===== src/rtl/sec_pkg.sv =====
package sec_pkg;
    // ------------------------------------------------------------
    // Instruction field layout and widths
    // ------------------------------------------------------------
    localparam int          ADDR_W       = 6;
    localparam int          DATA_W       = 16;
    localparam logic [1:0]  OP_EXT       = 2'h0;
    localparam logic [1:0]  OP_WRITE     = 2'h1;
    localparam logic [1:0]  OP_READ      = 2'h2;
    localparam logic [1:0]  OP_ERASE     = 2'h3;
    localparam logic [1:0]  EXT_DISABLE  = 2'h0;
    localparam logic [1:0]  EXT_WR_ALL   = 2'h1;
    localparam logic [1:0]  EXT_ER_ALL   = 2'h2;
    localparam logic [1:0]  EXT_ENABLE   = 2'h3;
    // Bit counts after the start bit
    localparam logic [4:0]  CNT_HDR      = 5'h08;
    localparam logic [4:0]  CNT_LONG     = 5'h18;
    localparam logic [4:0]  CNT_RD_END   = 5'h19;
    localparam logic [15:0] ERASED_WORD  = 16'hffff;
    // ------------------------------------------------------------
    // Programming times
    // ------------------------------------------------------------
    localparam int          CLK_HZ       = 25_000_000;
    localparam int          T_WRITE_US   = 2000;
    localparam int          T_ERASE_US   = 1000;
    localparam int          T_ALL_US     = 15000;
    localparam int          CYC_WRITE    = T_WRITE_US * (CLK_HZ / 1_000_000);
    localparam int          CYC_ERASE    = T_ERASE_US * (CLK_HZ / 1_000_000);
    localparam int          CYC_ALL      = T_ALL_US * (CLK_HZ / 1_000_000);
    localparam int          CYC_CSL_NS   = 100;
    localparam int          CYC_CSL      = (CYC_CSL_NS * 25 + 999) / 1000;
    // ------------------------------------------------------------
    // Sequencer states
    // ------------------------------------------------------------
    typedef enum logic [1:0] {
        SEC_IDLE  = 2'b00,
        SEC_SHIFT = 2'b01,
        SEC_READ  = 2'b10,
        SEC_DONE  = 2'b11
    } sec_state_t;
endpackage : sec_pkg


===== src/rtl/sec_buf2.sv =====
// ----------------------------------------------------------------
// Two-entry buffer between word store and output shifter
// ----------------------------------------------------------------
module sec_buf2 #(
    parameter int WIDTH = 16
) (
    // Clock and reset
    input  wire logic             clk,
    input  wire logic             nrst,
    input  wire logic             flush,
    // Fill side
    input  wire logic             in_valid,
    output logic                  in_ready,
    input  wire logic [WIDTH-1:0] in_data,
    // Drain side
    output logic                  out_valid,
    input  wire logic             out_ready,
    output logic [WIDTH-1:0]      out_data
);
    logic [WIDTH-1:0] mem_ff [2];
    logic             wp_ff;
    logic             rp_ff;
    logic [1:0]       cnt_ff;
    logic             push;
    logic             pop;

    // Handshakes; full and empty are honest counts
    assign in_ready  = (cnt_ff != 2'h2);
    assign out_valid = (cnt_ff != 2'h0);
    assign out_data  = mem_ff[rp_ff];
    assign push      = in_valid && in_ready;
    assign pop       = out_valid && out_ready;

    // Storage, no reset needed on data
    always_ff @(posedge clk)
    begin
        if (push)
            mem_ff[wp_ff] <= in_data;
    end

    // Pointers and fill level
    always_ff @(posedge clk or negedge nrst)
    begin
        if (!nrst)
        begin
            wp_ff  <= 1'b0;
            rp_ff  <= 1'b0;
            cnt_ff <= 2'h0;
        end
        else if (flush)
        begin
            wp_ff  <= 1'b0;
            rp_ff  <= 1'b0;
            cnt_ff <= 2'h0;
        end
        else
        begin
            if (push)
                wp_ff <= ~wp_ff;
            if (pop)
                rp_ff <= ~rp_ff;
            cnt_ff <= cnt_ff + {1'b0, push} - {1'b0, pop};
        end
    end
endmodule : sec_buf2


===== src/rtl/sec_port.sv =====
// Operation
// - Started programming finishes despite deselect
// - Select low resets command logic
// - Sample input, advance output on rising edge
// - Stopped serial clock keeps sequence state
// - No start bit means no state change
// - Programming timer needs no serial clock
// - Start bit: select and input high
// - Execute only after 25 or 9 bits
// - Opcodes read, write, erase; six-bit address
// - Opcode zero: enable, disable, erase/write all
// - After last bit ignore until deselect
// - Read sends zero then sixteen bits MSB-first
// - Status shown after select rises again
// - No status if select steady; else float
// - Select high leaves standby at once
// - Programming disabled after reset until enabled
// - Write self-erases, finishes within 2 ms
// - Word erase sets ones within 1 ms
// - Erase/write all need enable, 15 ms
// - Output floats after last bit or deselect
module sec_port #(
    parameter int ADDR_W    = sec_pkg::ADDR_W,
    parameter int DATA_W    = sec_pkg::DATA_W,
    parameter int CYC_WRITE = sec_pkg::CYC_WRITE,
    parameter int CYC_ERASE = sec_pkg::CYC_ERASE,
    parameter int CYC_ALL   = sec_pkg::CYC_ALL
) (
    // Clock and reset
    input  wire logic clk,
    input  wire logic nrst,
    // Serial pins from the master
    input  wire logic sel_pin,
    input  wire logic sclk_pin,
    input  wire logic serial_in,
    // Serial output with enable
    output logic      serial_out,
    output logic      serial_out_oe,
    // Status
    output logic      standby,
    output logic      prog_enabled,
    output logic      completion_flag
);
    localparam int WORDS = 1 << ADDR_W;

    // ------------------------------------------------------------
    // Pin synchronisers and edge detection
    // ------------------------------------------------------------
    logic [1:0] sel_sync_ff;
    logic [1:0] sclk_sync_ff;
    logic [1:0] din_sync_ff;
    logic       sclk_prev_ff;
    logic       sel_prev_ff;
    logic       sel_s;
    logic       din_s;
    logic       rise;
    logic       sel_rise;

    // Two flops per pin; only stage [1] is read by logic
    always_ff @(posedge clk or negedge nrst)
    begin
        if (!nrst)
        begin
            sel_sync_ff  <= 2'h0;
            sclk_sync_ff <= 2'h0;
            din_sync_ff  <= 2'h0;
            sclk_prev_ff <= 1'b0;
            sel_prev_ff  <= 1'b0;
        end
        else
        begin
            sel_sync_ff  <= {sel_sync_ff[0], sel_pin};
            sclk_sync_ff <= {sclk_sync_ff[0], sclk_pin};
            din_sync_ff  <= {din_sync_ff[0], serial_in};
            sclk_prev_ff <= sclk_sync_ff[1];
            sel_prev_ff  <= sel_sync_ff[1];
        end
    end

    assign sel_s    = sel_sync_ff[1];
    assign din_s    = din_sync_ff[1];
    // A held clock at either level yields no edge
    assign rise     = sclk_sync_ff[1] && !sclk_prev_ff && sel_s;
    assign sel_rise = sel_s && !sel_prev_ff;

    // ------------------------------------------------------------
    // Command sequencer
    // ------------------------------------------------------------
    sec_pkg::sec_state_t state_ff;
    logic [4:0]          cnt_ff;
    logic [23:0]         shift_ff;
    logic [1:0]          op;
    logic [ADDR_W-1:0]   addr;
    logic [DATA_W-1:0]   wdata;
    logic [4:0]          need;
    logic                hdr_end;
    logic                last_bit;
    logic [23:0]         nxt_shift;

    // Fields of the shifted instruction, opcode first
    assign nxt_shift = {shift_ff[22:0], din_s};
    assign op        = nxt_shift[23:22];
    assign addr      = nxt_shift[21:16];
    assign wdata     = nxt_shift[15:0];

    // Length of an instruction from its opcode and qualifier
    function automatic logic [4:0] bits_needed(input logic [1:0] o,
                                               input logic [1:0] q);
        if (o == sec_pkg::OP_WRITE)
            bits_needed = sec_pkg::CNT_LONG;
        else if (o == sec_pkg::OP_EXT && q == sec_pkg::EXT_WR_ALL)
            bits_needed = sec_pkg::CNT_LONG;
        else
            bits_needed = sec_pkg::CNT_HDR;
    endfunction : bits_needed

    // A0 arrives on this rise; the header alone sizes the instruction,
    // and only a long one can still be shifting after it
    assign hdr_end  = (cnt_ff + 5'h01 == sec_pkg::CNT_HDR);
    assign need     = hdr_end ? bits_needed(nxt_shift[7:6], nxt_shift[5:4])
                              : sec_pkg::CNT_LONG;
    assign last_bit = rise && (state_ff == sec_pkg::SEC_SHIFT)
                      && (cnt_ff + 5'h01 == need);

    logic exec;   // One-cycle pulse: whole non-read instruction received
    assign exec = last_bit && !(hdr_end
                                && nxt_shift[7:6] == sec_pkg::OP_READ);

    logic [4:0] rd_cnt_ff;
    logic       out_take;

    // Select low holds the sequencer in reset; start needs both high
    always_ff @(posedge clk or negedge nrst)
    begin
        if (!nrst)
        begin
            state_ff <= sec_pkg::SEC_IDLE;
            cnt_ff   <= 5'h00;
            shift_ff <= 24'h000000;
        end
        else if (!sel_s)
        begin
            state_ff <= sec_pkg::SEC_IDLE;
            cnt_ff   <= 5'h00;
            shift_ff <= 24'h000000;
        end
        else if (rise)
        begin
            case (state_ff)
                sec_pkg::SEC_IDLE:
                begin
                    if (din_s)
                        state_ff <= sec_pkg::SEC_SHIFT;
                end
                sec_pkg::SEC_SHIFT:
                begin
                    shift_ff <= nxt_shift;
                    cnt_ff   <= cnt_ff + 5'h01;
                    if (last_bit && !exec)
                        state_ff <= sec_pkg::SEC_READ;
                    else if (exec)
                        state_ff <= sec_pkg::SEC_DONE;
                end
                sec_pkg::SEC_READ:
                begin
                    if (rd_cnt_ff == 5'h10)
                        state_ff <= sec_pkg::SEC_DONE;
                end
                sec_pkg::SEC_DONE:
                    state_ff <= sec_pkg::SEC_DONE;
                default:
                    state_ff <= sec_pkg::SEC_IDLE;
            endcase
        end
    end

    // ------------------------------------------------------------
    // Word store, enable latch and programming timer
    // ------------------------------------------------------------
    logic [DATA_W-1:0] mem_ff [WORDS];
    logic [23:0]       timer_ff;
    logic [1:0]        pend_ff;
    logic [ADDR_W-1:0] paddr_ff;
    logic [DATA_W-1:0] pdata_ff;
    logic              busy_ff;
    logic              start_prog;
    logic [1:0]        kind;
    logic [23:0]       dur;
    logic [1:0]        qual;
    logic [1:0]        eop;
    logic [ADDR_W-1:0] eaddr;

    // Decoded fields at execution, valid for both lengths
    assign eop   = hdr_end ? nxt_shift[7:6] : op;
    assign eaddr = hdr_end ? nxt_shift[5:0] : addr;
    assign qual  = eaddr[ADDR_W-1 -: 2];
    // 0 none, 1 word, 2 all-erase, 3 all-write
    always_comb
    begin
        kind = 2'h0;
        dur  = 24'h000000;
        if (eop == sec_pkg::OP_WRITE || eop == sec_pkg::OP_ERASE)
        begin
            kind = 2'h1;
            dur  = (eop == sec_pkg::OP_WRITE) ? 24'(CYC_WRITE)
                                              : 24'(CYC_ERASE);
        end
        else if (eop == sec_pkg::OP_EXT && qual == sec_pkg::EXT_ER_ALL)
        begin
            kind = 2'h2;
            dur  = 24'(CYC_ALL);
        end
        else if (eop == sec_pkg::OP_EXT && qual == sec_pkg::EXT_WR_ALL)
        begin
            kind = 2'h3;
            dur  = 24'(CYC_ALL);
        end
    end

    // Refused while disabled or while a cycle still runs
    assign start_prog = exec && kind != 2'h0 && prog_enabled && !busy_ff;

    // Enable latch: disabled from reset, changed only by commands
    always_ff @(posedge clk or negedge nrst)
    begin
        if (!nrst)
            prog_enabled <= 1'b0;
        else if (exec && eop == sec_pkg::OP_EXT
                 && qual == sec_pkg::EXT_ENABLE)
            prog_enabled <= 1'b1;
        else if (exec && eop == sec_pkg::OP_EXT
                 && qual == sec_pkg::EXT_DISABLE)
            prog_enabled <= 1'b0;
    end

    // Timer on clk only; select has no say once started
    always_ff @(posedge clk or negedge nrst)
    begin
        if (!nrst)
        begin
            busy_ff  <= 1'b0;
            timer_ff <= 24'h000000;
            pend_ff  <= 2'h0;
            paddr_ff <= '0;
            pdata_ff <= '0;
        end
        else if (start_prog)
        begin
            busy_ff  <= 1'b1;
            timer_ff <= dur;
            pend_ff  <= kind;
            paddr_ff <= eaddr;
            pdata_ff <= (eop == sec_pkg::OP_ERASE || kind == 2'h2)
                        ? sec_pkg::ERASED_WORD : wdata;
        end
        else if (busy_ff)
        begin
            timer_ff <= timer_ff - 24'h000001;
            if (timer_ff == 24'h000001)
                busy_ff <= 1'b0;
        end
    end

    // Array commits at end of cycle; write-all has no pre-erase,
    // so it is an AND of data into cells, as in real flash
    genvar gi;
    generate
        for (gi = 0; gi < WORDS; gi++)
        begin : g_word
            always_ff @(posedge clk)
            begin
                if (busy_ff && timer_ff == 24'h000001)
                begin
                    if (pend_ff == 2'h1 && paddr_ff == ADDR_W'(gi))
                        mem_ff[gi] <= pdata_ff;
                    else if (pend_ff == 2'h2)
                        mem_ff[gi] <= sec_pkg::ERASED_WORD;
                    else if (pend_ff == 2'h3)
                        mem_ff[gi] <= mem_ff[gi] & pdata_ff;
                end
            end
        end
    endgenerate

    // ------------------------------------------------------------
    // Read path: word buffered, then shifted out
    // ------------------------------------------------------------
    logic              bvalid;
    logic [DATA_W-1:0] bdata;
    logic              bready;
    logic [DATA_W-1:0] oshift_ff;
    logic              rd_load;

    assign rd_load  = last_bit && !exec;
    assign out_take = rise && state_ff == sec_pkg::SEC_READ
                      && rd_cnt_ff == 5'h00;
    assign bready   = out_take;

    sec_buf2 #(.WIDTH(DATA_W)) u_buf (
        .clk       (clk),
        .nrst      (nrst),
        .flush     (!sel_s),
        .in_valid  (rd_load),
        .in_ready  (),
        .in_data   (mem_ff[eaddr]),
        .out_valid (bvalid),
        .out_ready (bready),
        .out_data  (bdata)
    );

    // Dummy zero first, then D15 down to D0 on each rise
    always_ff @(posedge clk or negedge nrst)
    begin
        if (!nrst)
        begin
            rd_cnt_ff <= 5'h00;
            oshift_ff <= '0;
        end
        else if (!sel_s)
            rd_cnt_ff <= 5'h00;
        else if (rise && state_ff == sec_pkg::SEC_READ)
        begin
            rd_cnt_ff <= rd_cnt_ff + 5'h01;
            if (out_take && bvalid)
                oshift_ff <= bdata;
            else
                oshift_ff <= {oshift_ff[DATA_W-2:0], 1'b0};
        end
    end

    // ------------------------------------------------------------
    // Output pin, status and standby
    // ------------------------------------------------------------
    logic stat_ff;

    // Status armed by a rising select while a cycle runs; arming
    // beats a coincident clock rise so no request is lost
    always_ff @(posedge clk or negedge nrst)
    begin
        if (!nrst)
            stat_ff <= 1'b0;
        else if (!sel_s)
            stat_ff <= 1'b0;
        else if (sel_rise && busy_ff)
            stat_ff <= 1'b1;
        else if (rise)
            stat_ff <= 1'b0;
    end

    // Registered pin drive; floats outside read data and status
    always_ff @(posedge clk or negedge nrst)
    begin
        if (!nrst)
        begin
            serial_out    <= 1'b0;
            serial_out_oe <= 1'b0;
        end
        else if (!sel_s)
        begin
            serial_out    <= 1'b0;
            serial_out_oe <= 1'b0;
        end
        else if (rd_load)
        begin
            serial_out    <= 1'b0;
            serial_out_oe <= 1'b1;
        end
        else if (rise && state_ff == sec_pkg::SEC_READ)
        begin
            serial_out    <= (rd_cnt_ff == 5'h00) ? bdata[DATA_W-1]
                                                  : oshift_ff[DATA_W-2];
            serial_out_oe <= (rd_cnt_ff != 5'h10);
        end
        else if (stat_ff)
        begin
            serial_out    <= !busy_ff;
            serial_out_oe <= 1'b1;
        end
        else if (state_ff != sec_pkg::SEC_READ)
        begin
            serial_out    <= 1'b0;
            serial_out_oe <= 1'b0;
        end
    end

    // Standby only when deselected and idle
    always_ff @(posedge clk or negedge nrst)
    begin
        if (!nrst)
        begin
            standby         <= 1'b1;
            completion_flag <= 1'b1;
        end
        else
        begin
            standby         <= !sel_s && !busy_ff;
            completion_flag <= !busy_ff;
        end
    end

    // ------------------------------------------------------------
    // Checks
    // ------------------------------------------------------------
    a_reset_sel: assert property (@(posedge clk) disable iff (!nrst)
        !sel_s |=> state_ff == sec_pkg::SEC_IDLE)
        else $error("sequencer not reset by deselect");
    a_no_clk_hold: assert property (@(posedge clk) disable iff (!nrst)
        sel_s && !rise && $past(sel_s) |=> $stable(cnt_ff))
        else $error("count moved without clock edge");
    a_enable_gate: assert property (@(posedge clk) disable iff (!nrst)
        $rose(busy_ff) |-> $past(prog_enabled))
        else $error("programming started while disabled");
    a_busy_runs: assert property (@(posedge clk) disable iff (!nrst)
        $rose(busy_ff) |-> busy_ff [*8])
        else $error("programming cycle cut short");
    a_float_desel: assert property (@(posedge clk) disable iff (!nrst)
        !sel_s |=> !serial_out_oe)
        else $error("output driven while deselected");
    a_status_val: assert property (@(posedge clk) disable iff (!nrst)
        stat_ff && serial_out_oe |-> serial_out == !$past(busy_ff))
        else $error("status level wrong");
    a_done_hold: assert property (@(posedge clk) disable iff (!nrst)
        state_ff == sec_pkg::SEC_DONE && sel_s
        |=> state_ff == sec_pkg::SEC_DONE)
        else $error("left done without deselect");
    a_standby_lvl: assert property (@(posedge clk) disable iff (!nrst)
        sel_s |=> !standby)
        else $error("standby while selected");
    c_prog: cover property (@(posedge clk) disable iff (!nrst) start_prog);
    c_read: cover property (@(posedge clk) disable iff (!nrst) rd_load);
    c_stat: cover property (@(posedge clk) disable iff (!nrst)
        stat_ff && !busy_ff);
endmodule : sec_port

===== config.mk =====
export PLATFORM = sky130hd
export DESIGN_NAME = sec_port
export DESIGN_NICKNAME = d
export VERILOG_FILES = /design/src/rtl/sec_pkg.sv /design/src/rtl/sec_buf2.sv /design/src/rtl/sec_port.sv
export SDC_FILE = /design/constraint.sdc
export NUM_CORES = 2
export LEC_CHECK = 0
export BUFFER_PORTS_ARGS = -buffer_cell sky130_fd_sc_hd__buf_2
export CORE_MARGIN = 2
export CORE_UTILIZATION = 40
export DETAILED_ROUTE_END_ITERATION = 6
export GPL_TIMING_DRIVEN = 1
export PLACE_DENSITY = 0.62
export SYNTH_ARGS = -nofsm -noshare
export SYNTH_HDL_FRONTEND = slang
export SYNTH_SLANG_ARGS = --single-unit
export TNS_END_PERCENT = 1

===== constraint.sdc =====
create_clock -name clk -period 8.5 [get_ports clk]
set_clock_uncertainty 0.05 [all_clocks]
set_input_delay 0.425 -clock clk [delete_from_list [all_inputs] [get_ports clk]]
set_output_delay 0.425 -clock clk [all_outputs]
set_load 0.02 [all_outputs]

---- Yosys cells after proc, flatten, opt, wreduce, memory -nomap -nowiden ----
Memory sizes are Yosys's and may differ from the RTL's.
Index checks and enable logic that the tools add are counted.
operators by class
  $add $sub $neg .......................... 5
  reductions and logical operators ........ 109
  bitwise operators ....................... 194
  equality and inequality tests ........... 95
  multiplexer cells ....................... 763
operators by type and width
  cell                   number
  $mux 16                130
  $and 16x16->16         64
  $mux 1                 603
  $eq 6x6->1 const B     32
  $or 1x1->1             128
  $eq 6x5->1 const B     16
  $logic_and 1x1->1      88
  $mux 23                3
  $mux 19                3
  $eq 6x4->1 const B     8
  $mux 24                2
  $mux 5                 8
  $eq 24x1->1 const B    1
  $eq 6x3->1 const B     4
  $sub 24x1->24 const B  1
  $mux 2                 11
  $eq 2x2->1 const B     9
  $mux 15                1
  $eq 2x1->1 const B     6
  $eq 6x2->1 const B     2
  $add 5x1->5 const B    2
  $ne 2x1->1 const B     5
  $logic_not 2->1        4
  $pmux 2 s4             1
  21 further kinds       34
word-level totals
  memories ................................ 2
  bits in registers ....................... 117
  logic and storage cells ................. 1,192
  memory bits (writable) .................. 1,056
  bits of input ports ..................... 5
memory list
  memory        depth  bits a word  read ports  clocked after Yosys merged registers in  wr ports  RTL line         source
  mem_ff        64     16           65          0                                        64        sec_port.sv:180  logic [DATA_W-1:0] mem_ff [WORDS];
  u_buf.mem_ff  2      16           1           0                                        1         sec_buf2.sv:20   logic [WIDTH-1:0] mem_ff [2];

---- Depth between registers and ports, before layout ----
  word-level depth ........................ 14
  depth in mapped cells ................... 12
  mapped depth without buffers ............ 12

---- Cells and area by module ----
From an unflattened synthesis, not the netlist that was laid out.
unflattened totals
  cell total of the unflattened synthesis .. 5,966
  area total of the unflattened synthesis .. 56,462.9 sq um
by module, submodules not included
  module    area an instance (sq um)  seq. area each (sq um)  cells an instance  instances
  sec_port  55,021.5                  33,579.7                5,893              1
  sec_buf2  1,441.4                   1,061.0                 73                 1

---- Worst setup path after synthesis ----
No wires, ideal clock.
  path type ............................... reg-to-reg
  start ................................... reg timer_ff[14]
  end ..................................... mem mem_ff[48][0], enable pin
  library setup time ...................... 411 ps
  path slack .............................. 4,199 ps
  stages on the path, launching flop included .. 10
  period minus slack after synthesis ...... 4,301 ps
  arrival ................................. 3,840 ps
  required time ........................... 8,039 ps
  path through ............................ dfrtp_1 -> or3_4 -> or4_4 -> or4_4 -> nor4_4 -> nand4b_1 -> or2_2 -> clkbuf_1 -> clkbuf_1 -> o21ai_0
RTL lines
  element                 RTL line         source
  start, declared         sec_port.sv:181  logic [23:0] timer_ff;
  start signal, assigned  sec_port.sv:250  timer_ff <= dur;
  start signal, assigned  sec_port.sv:258  timer_ff <= timer_ff - 24'h000001;
  end, declared           sec_port.sv:180

---- Worst setup path after layout ----
  start ................................... reg cnt_ff[0]
  end ..................................... mem u_buf.mem_ff[1][8], data pin
between the ends
  cells in the longest elaborated chain, start to end .. 4
ends and longest elaborated chain
  element                     RTL line         source
  start, declared             sec_port.sv:90   logic [4:0] cnt_ff;
  start signal, assigned      sec_port.sv:158  cnt_ff <= cnt_ff + 5'h01;
  $add 5x1->5                 sec_port.sv:119  assign hdr_end = (cnt_ff + 5'h01 == sec_pkg::CNT_HDR);
  $eq 5x4->1                  sec_port.sv:119
  $mux 6                      sec_port.sv:195  assign eaddr = hdr_end ? nxt_shift[5:0] : addr;
  $mem_v2 64x16               n/a
  named net u_buf.in_data[8]  sec_buf2.sv:14   input wire logic [WIDTH-1:0] in_data,
  end, declared               sec_buf2.sv:20
The timed path passes the listed nets, and every way through them passes these cells.

==> insert_results.sql <==
INSERT INTO impl_metrics (metric_group, metric, value, unit) VALUES
('finish', 'drive_above_1_share', '12.20', '%'),
('floorplan', 'ioPinCount', '10', ''),
('clocking', 'postCtsResizedCells', '0', ''),
('floorplan', 'starting_density_of_the_core', '40.12', '%'),
('routing', 'met3RoutedLength', '18.55', 'mm'),
('power', 'seq_power_share', '52.4', '%'),
('placement', 'port_buffers', '9', ''),
('routing', 'dr.max_layer_used', 'met5', ''),
('outcome', 'run_status', 'finished, final reports clean', ''),
('global_routing', 'grt_pass1_vias', '41790', ''),
('sta', 'fin_crit_sh', '63.86', '%'),
('floorplan', 'die-height', '382.9', 'um'),
('setup_path', 'worstReg2RegStart', 'cnt_ff[0]', ''),
('global_routing', 'antenna_violations_before_repair', '1', ''),
('global_routing', 'grtUsageTotal', '24.79', '%'),
('sta', 'clock.fmax', '184.2', 'MHz'),
('finish', 'area_growth_syn_to_layout', '9.652', '%'),
('placement', 'globalplace.congestion', '0.8694', ''),
('power', 'power.switching_fraction', '20.50', '%'),
('clocking', 'worst_skew_pair.late_latency', '770', 'ps'),
('setup_path', 'cpMostUsedCell', 'buf_4', ''),
('synthesis', 'synth-seq-cells', '1173', ''),
('synthesis', 'postSynth.topFlopCell', 'edfxtp_1', ''),
('routing', 'met2_length', '82.26', 'mm'),
('setup_path', 'cp-end-kind', 'register', ''),
('setup_path', 'critPathBufInv', '3', ''),
('setup_path', 'reg2reg_setup_slack', '3070', 'ps'),
('routing', 'routedLengthMet1', '75.71', 'mm'),
('clocking', 'ctsLongestPathBuffers', '3', ''),
('routing', 'drt_pass1_iterations', '6', ''),
('setup_path', 'cpLargestDelayFamily', 'simple AND/OR/NAND/NOR gates', ''),
('power', 'pwr-share-comb', '0.2', '%'),
('sta', 'worst_slew_pin_slew', '1366', 'ps'),
('sta', 'timing.final.max_slew_violations', '0', ''),
('placement', 'dpl_cell_area', '58760', 'um2'),
('synthesis', 'synthesis.instances', '5572', ''),
('clocking', 'cts_post_setup_buffers_inserted', '0', ''),
('routing', 'vias', '43550', ''),
('clocking', 'worst_setup_hold_path_clk_slew', '60', 'ps'),
('sta', 'timing.hold.ws', '247.4', 'ps'),
('synthesis', 'yosysWarningCount', '0', ''),
('sta', 'final_setup_violations', '0', ''),
('placement', 'place.detailed.hpwl', '106.2', 'mm'),
('clocking', 'cts_tree', 'yes', ''),
('global_routing', 'grt_start_max_net_pins', '215', ''),
('floorplan', 'die_x', '382.9', 'um'),
('synthesis', 'synth_enable_flop_cells', '1056', ''),
('setup_path', 'worst_setup_endpoint', 'u_buf.mem_ff[1][8]', ''),
('setup_path', 'critPathMaxFanout', '148', ''),
('floorplan', 'coreArea', '143100', 'um2'),
('routing', 'postRouteWirelength', '184.4', 'mm'),
('setup_path', 'timing.critical_path.from', 'cnt_ff[0]', ''),
('power', 'int_pwr', '9.408', 'mW'),
('floorplan', 'core.rowCount', '139', ''),
('setup_path', 'setup_crit_path_kind', 'reg2reg', ''),
('setup_path', 'path_depth', '12', ''),
('setup_path', 'timing.rr.end', 'u_buf.mem_ff[1][8]', ''),
('routing', 'route.antenna.remaining_nets', '0', ''),
('synthesis', 'synth-async-reset-ratio', '9.974', '%'),
('setup_path', 'number_of_cell_instances_on_the_worst_register_to_register_path', '12', ''),
('synthesis', 'synth_sequential_area_ratio', '60.32', '%'),
('finish', 'finish.net_count', '5359', ''),
('floorplan', 'die_area', '146600', 'um2'),
('routing', 'drc', '0', ''),
('global_routing', 'grt_pass1_wl', '275.4', 'mm'),
('synthesis', 'netlist-cell-type-count', '67', ''),
('sta', 'setup_total_negative_slack', '0', 'ps'),
('power', 'clock_power_share', '47.4', '%'),
('clocking', 'htree_num_levels', '4', ''),
('worst_hold_path', 'hold_path_class', 'in2reg', ''),
('synthesis', 'syn_avg_cell_area', '10.31', 'um2');
==> how the worst min path moves through the flow <==
stage / from / end / slack [ps] / depth (start not counted)
finish: serial_in / din_sync_ff[0] / 250 / 2
global route: serial_in / din_sync_ff[0] / 240 / 2
CTS: serial_in / din_sync_ff[0] / 210 / 2
detailed placement: din_sync_ff[0] / din_sync_ff[1] / 290 / 0
global placement: sel_sync_ff[0] / sel_sync_ff[1] / 280 / 0
floorplan: nrst / busy_ff / 80 / 0
==> cell families after synthesis <==
kind of cell | after synthesis | synth area share [%]
AO/OA/AOI/OAI | 816 | 10.23
XOR/XNOR | 20 | 0.3050
adder cells (fa/ha/maj) | 8 | 0.1743
buffers and inverters | 511 | 4.410
flip-flops | 1173 | 60.32
multiplexers | 25 | 0.4401
AND/OR/NAND/NOR | 3019 | 24.11
==> worst register-to-register path: stages, from the launching register on <==
cell,delay [ps]
dfrtp_1,450
ha_1,280
and3_1,250
mux2i_1,450
o211ai_1,180
buf_4,220
nand2_4,640
buf_12,690
buf_4,620
a211oi_1,170
nor4_1,860
a22oi_1,230
nand4_1,180
==> stage by stage <==
stage	worst slack, ps	util (%)	power [mW]	cells
final	3071	43.99	11.83	7354
after floorplan	4199	-	6.328	5572
after detailed placement	3222	41.06	6.344	7108
after global routing	2813	43.99	12.10	7354
after CTS	3208	43.99	11.90	7354
after global placement	3257	41.06	6.344	7108
==> per-layer routing <==
layer / vias to the layer above / track usage, %
li1: 19450 / -
met1: 21430 / 34.41
met2: 2272 / 37.70
met3: 403 / 5.302
met4: 2 / 10.18
met5: - / 0
==> registers in the layout, summed over array words and instances (netlist names), 5 cells and up <==
register      cells
rd_cnt_ff         5
paddr_ff          6
timer_ff         24
shift_ff         23
oshift_ff        15
u_buf.mem_ff     32
cnt_ff            5
pdata_ff         16
mem_ff         1024
==> cells in the final DEF, fill, tap and decap left out, types with 7 or more instances in the layout <==
cell	n
ha_1	8
o21ai_0	64
o21ai_4	15
nor2b_1	14
o211ai_1	9
clkbuf_8	7
nand2_2	234
clkinv_1	26
o21ai_2	65
nand4_1	19
a31oi_1	12
clkinv_2	16
clkbuf_1	36
inv_6	9
xnor2_1	14
dfrtp_1	99
and3_1	516
and2_1	15
clkbuf_16	140
dfrtp_2	16
a211oi_1	514
nor3_1	9
nor4_1	132
nand3_1	21
buf_4	116
a21oi_1	15
mux2i_1	20
nor2_1	40
nand2_1	1984
a22oi_1	65
a21boi_0	25
edfxtp_1	1056
inv_1	14
buf_2	8
==> cell usage after synthesis, types with 31 or more instances <==
| cell | n | share of area (%) |
|---|---|---|
| nand2_2 | 234 | 2.5 |
| edfxtp_1 | 1056 | 55 |
| nor4_1 | 132 | 1.4 |
| buf_2 | 31 | 0.27 |
| buf_6 | 37 | 0.73 |
| a211oi_1 | 514 | 6.7 |
| clkbuf_1 | 394 | 2.6 |
| and3_1 | 516 | 5.6 |
| a22oi_1 | 65 | 0.85 |
| nand2_1 | 1986 | 13 |
| nor2_1 | 43 | 0.28 |
| dfrtp_1 | 115 | 5.0 |
| o21ai_0 | 128 | 1.1 |
==> area by class of cell <==
class / instances / area (um2)
fill: 13420 / 80170
inverter: 14 / 52.55
clock buffer: 183 / 3735
multi-input combinational: 3888 / 20640
clock inverter: 59 / 427.9
sequential: 1173 / 34660
timing repair buffer: 134 / 1071
tap: 1903 / 2381
==> power by group through the flow <==
stage / logic, mW / clock network [mW] / registers [mW]
3_3_place_gp: 0.0232 / 0 / 6.32
2_1_floorplan: 0.00645 / 0 / 6.32
6_report: 0.0236 / 5.61 / 6.20
5_1_grt: 0.0270 / 5.88 / 6.20
4_1_cts: 0.0249 / 5.67 / 6.20
3_5_place_dp: 0.0232 / 0 / 6.32
Power figures use the tool's default switching activity.
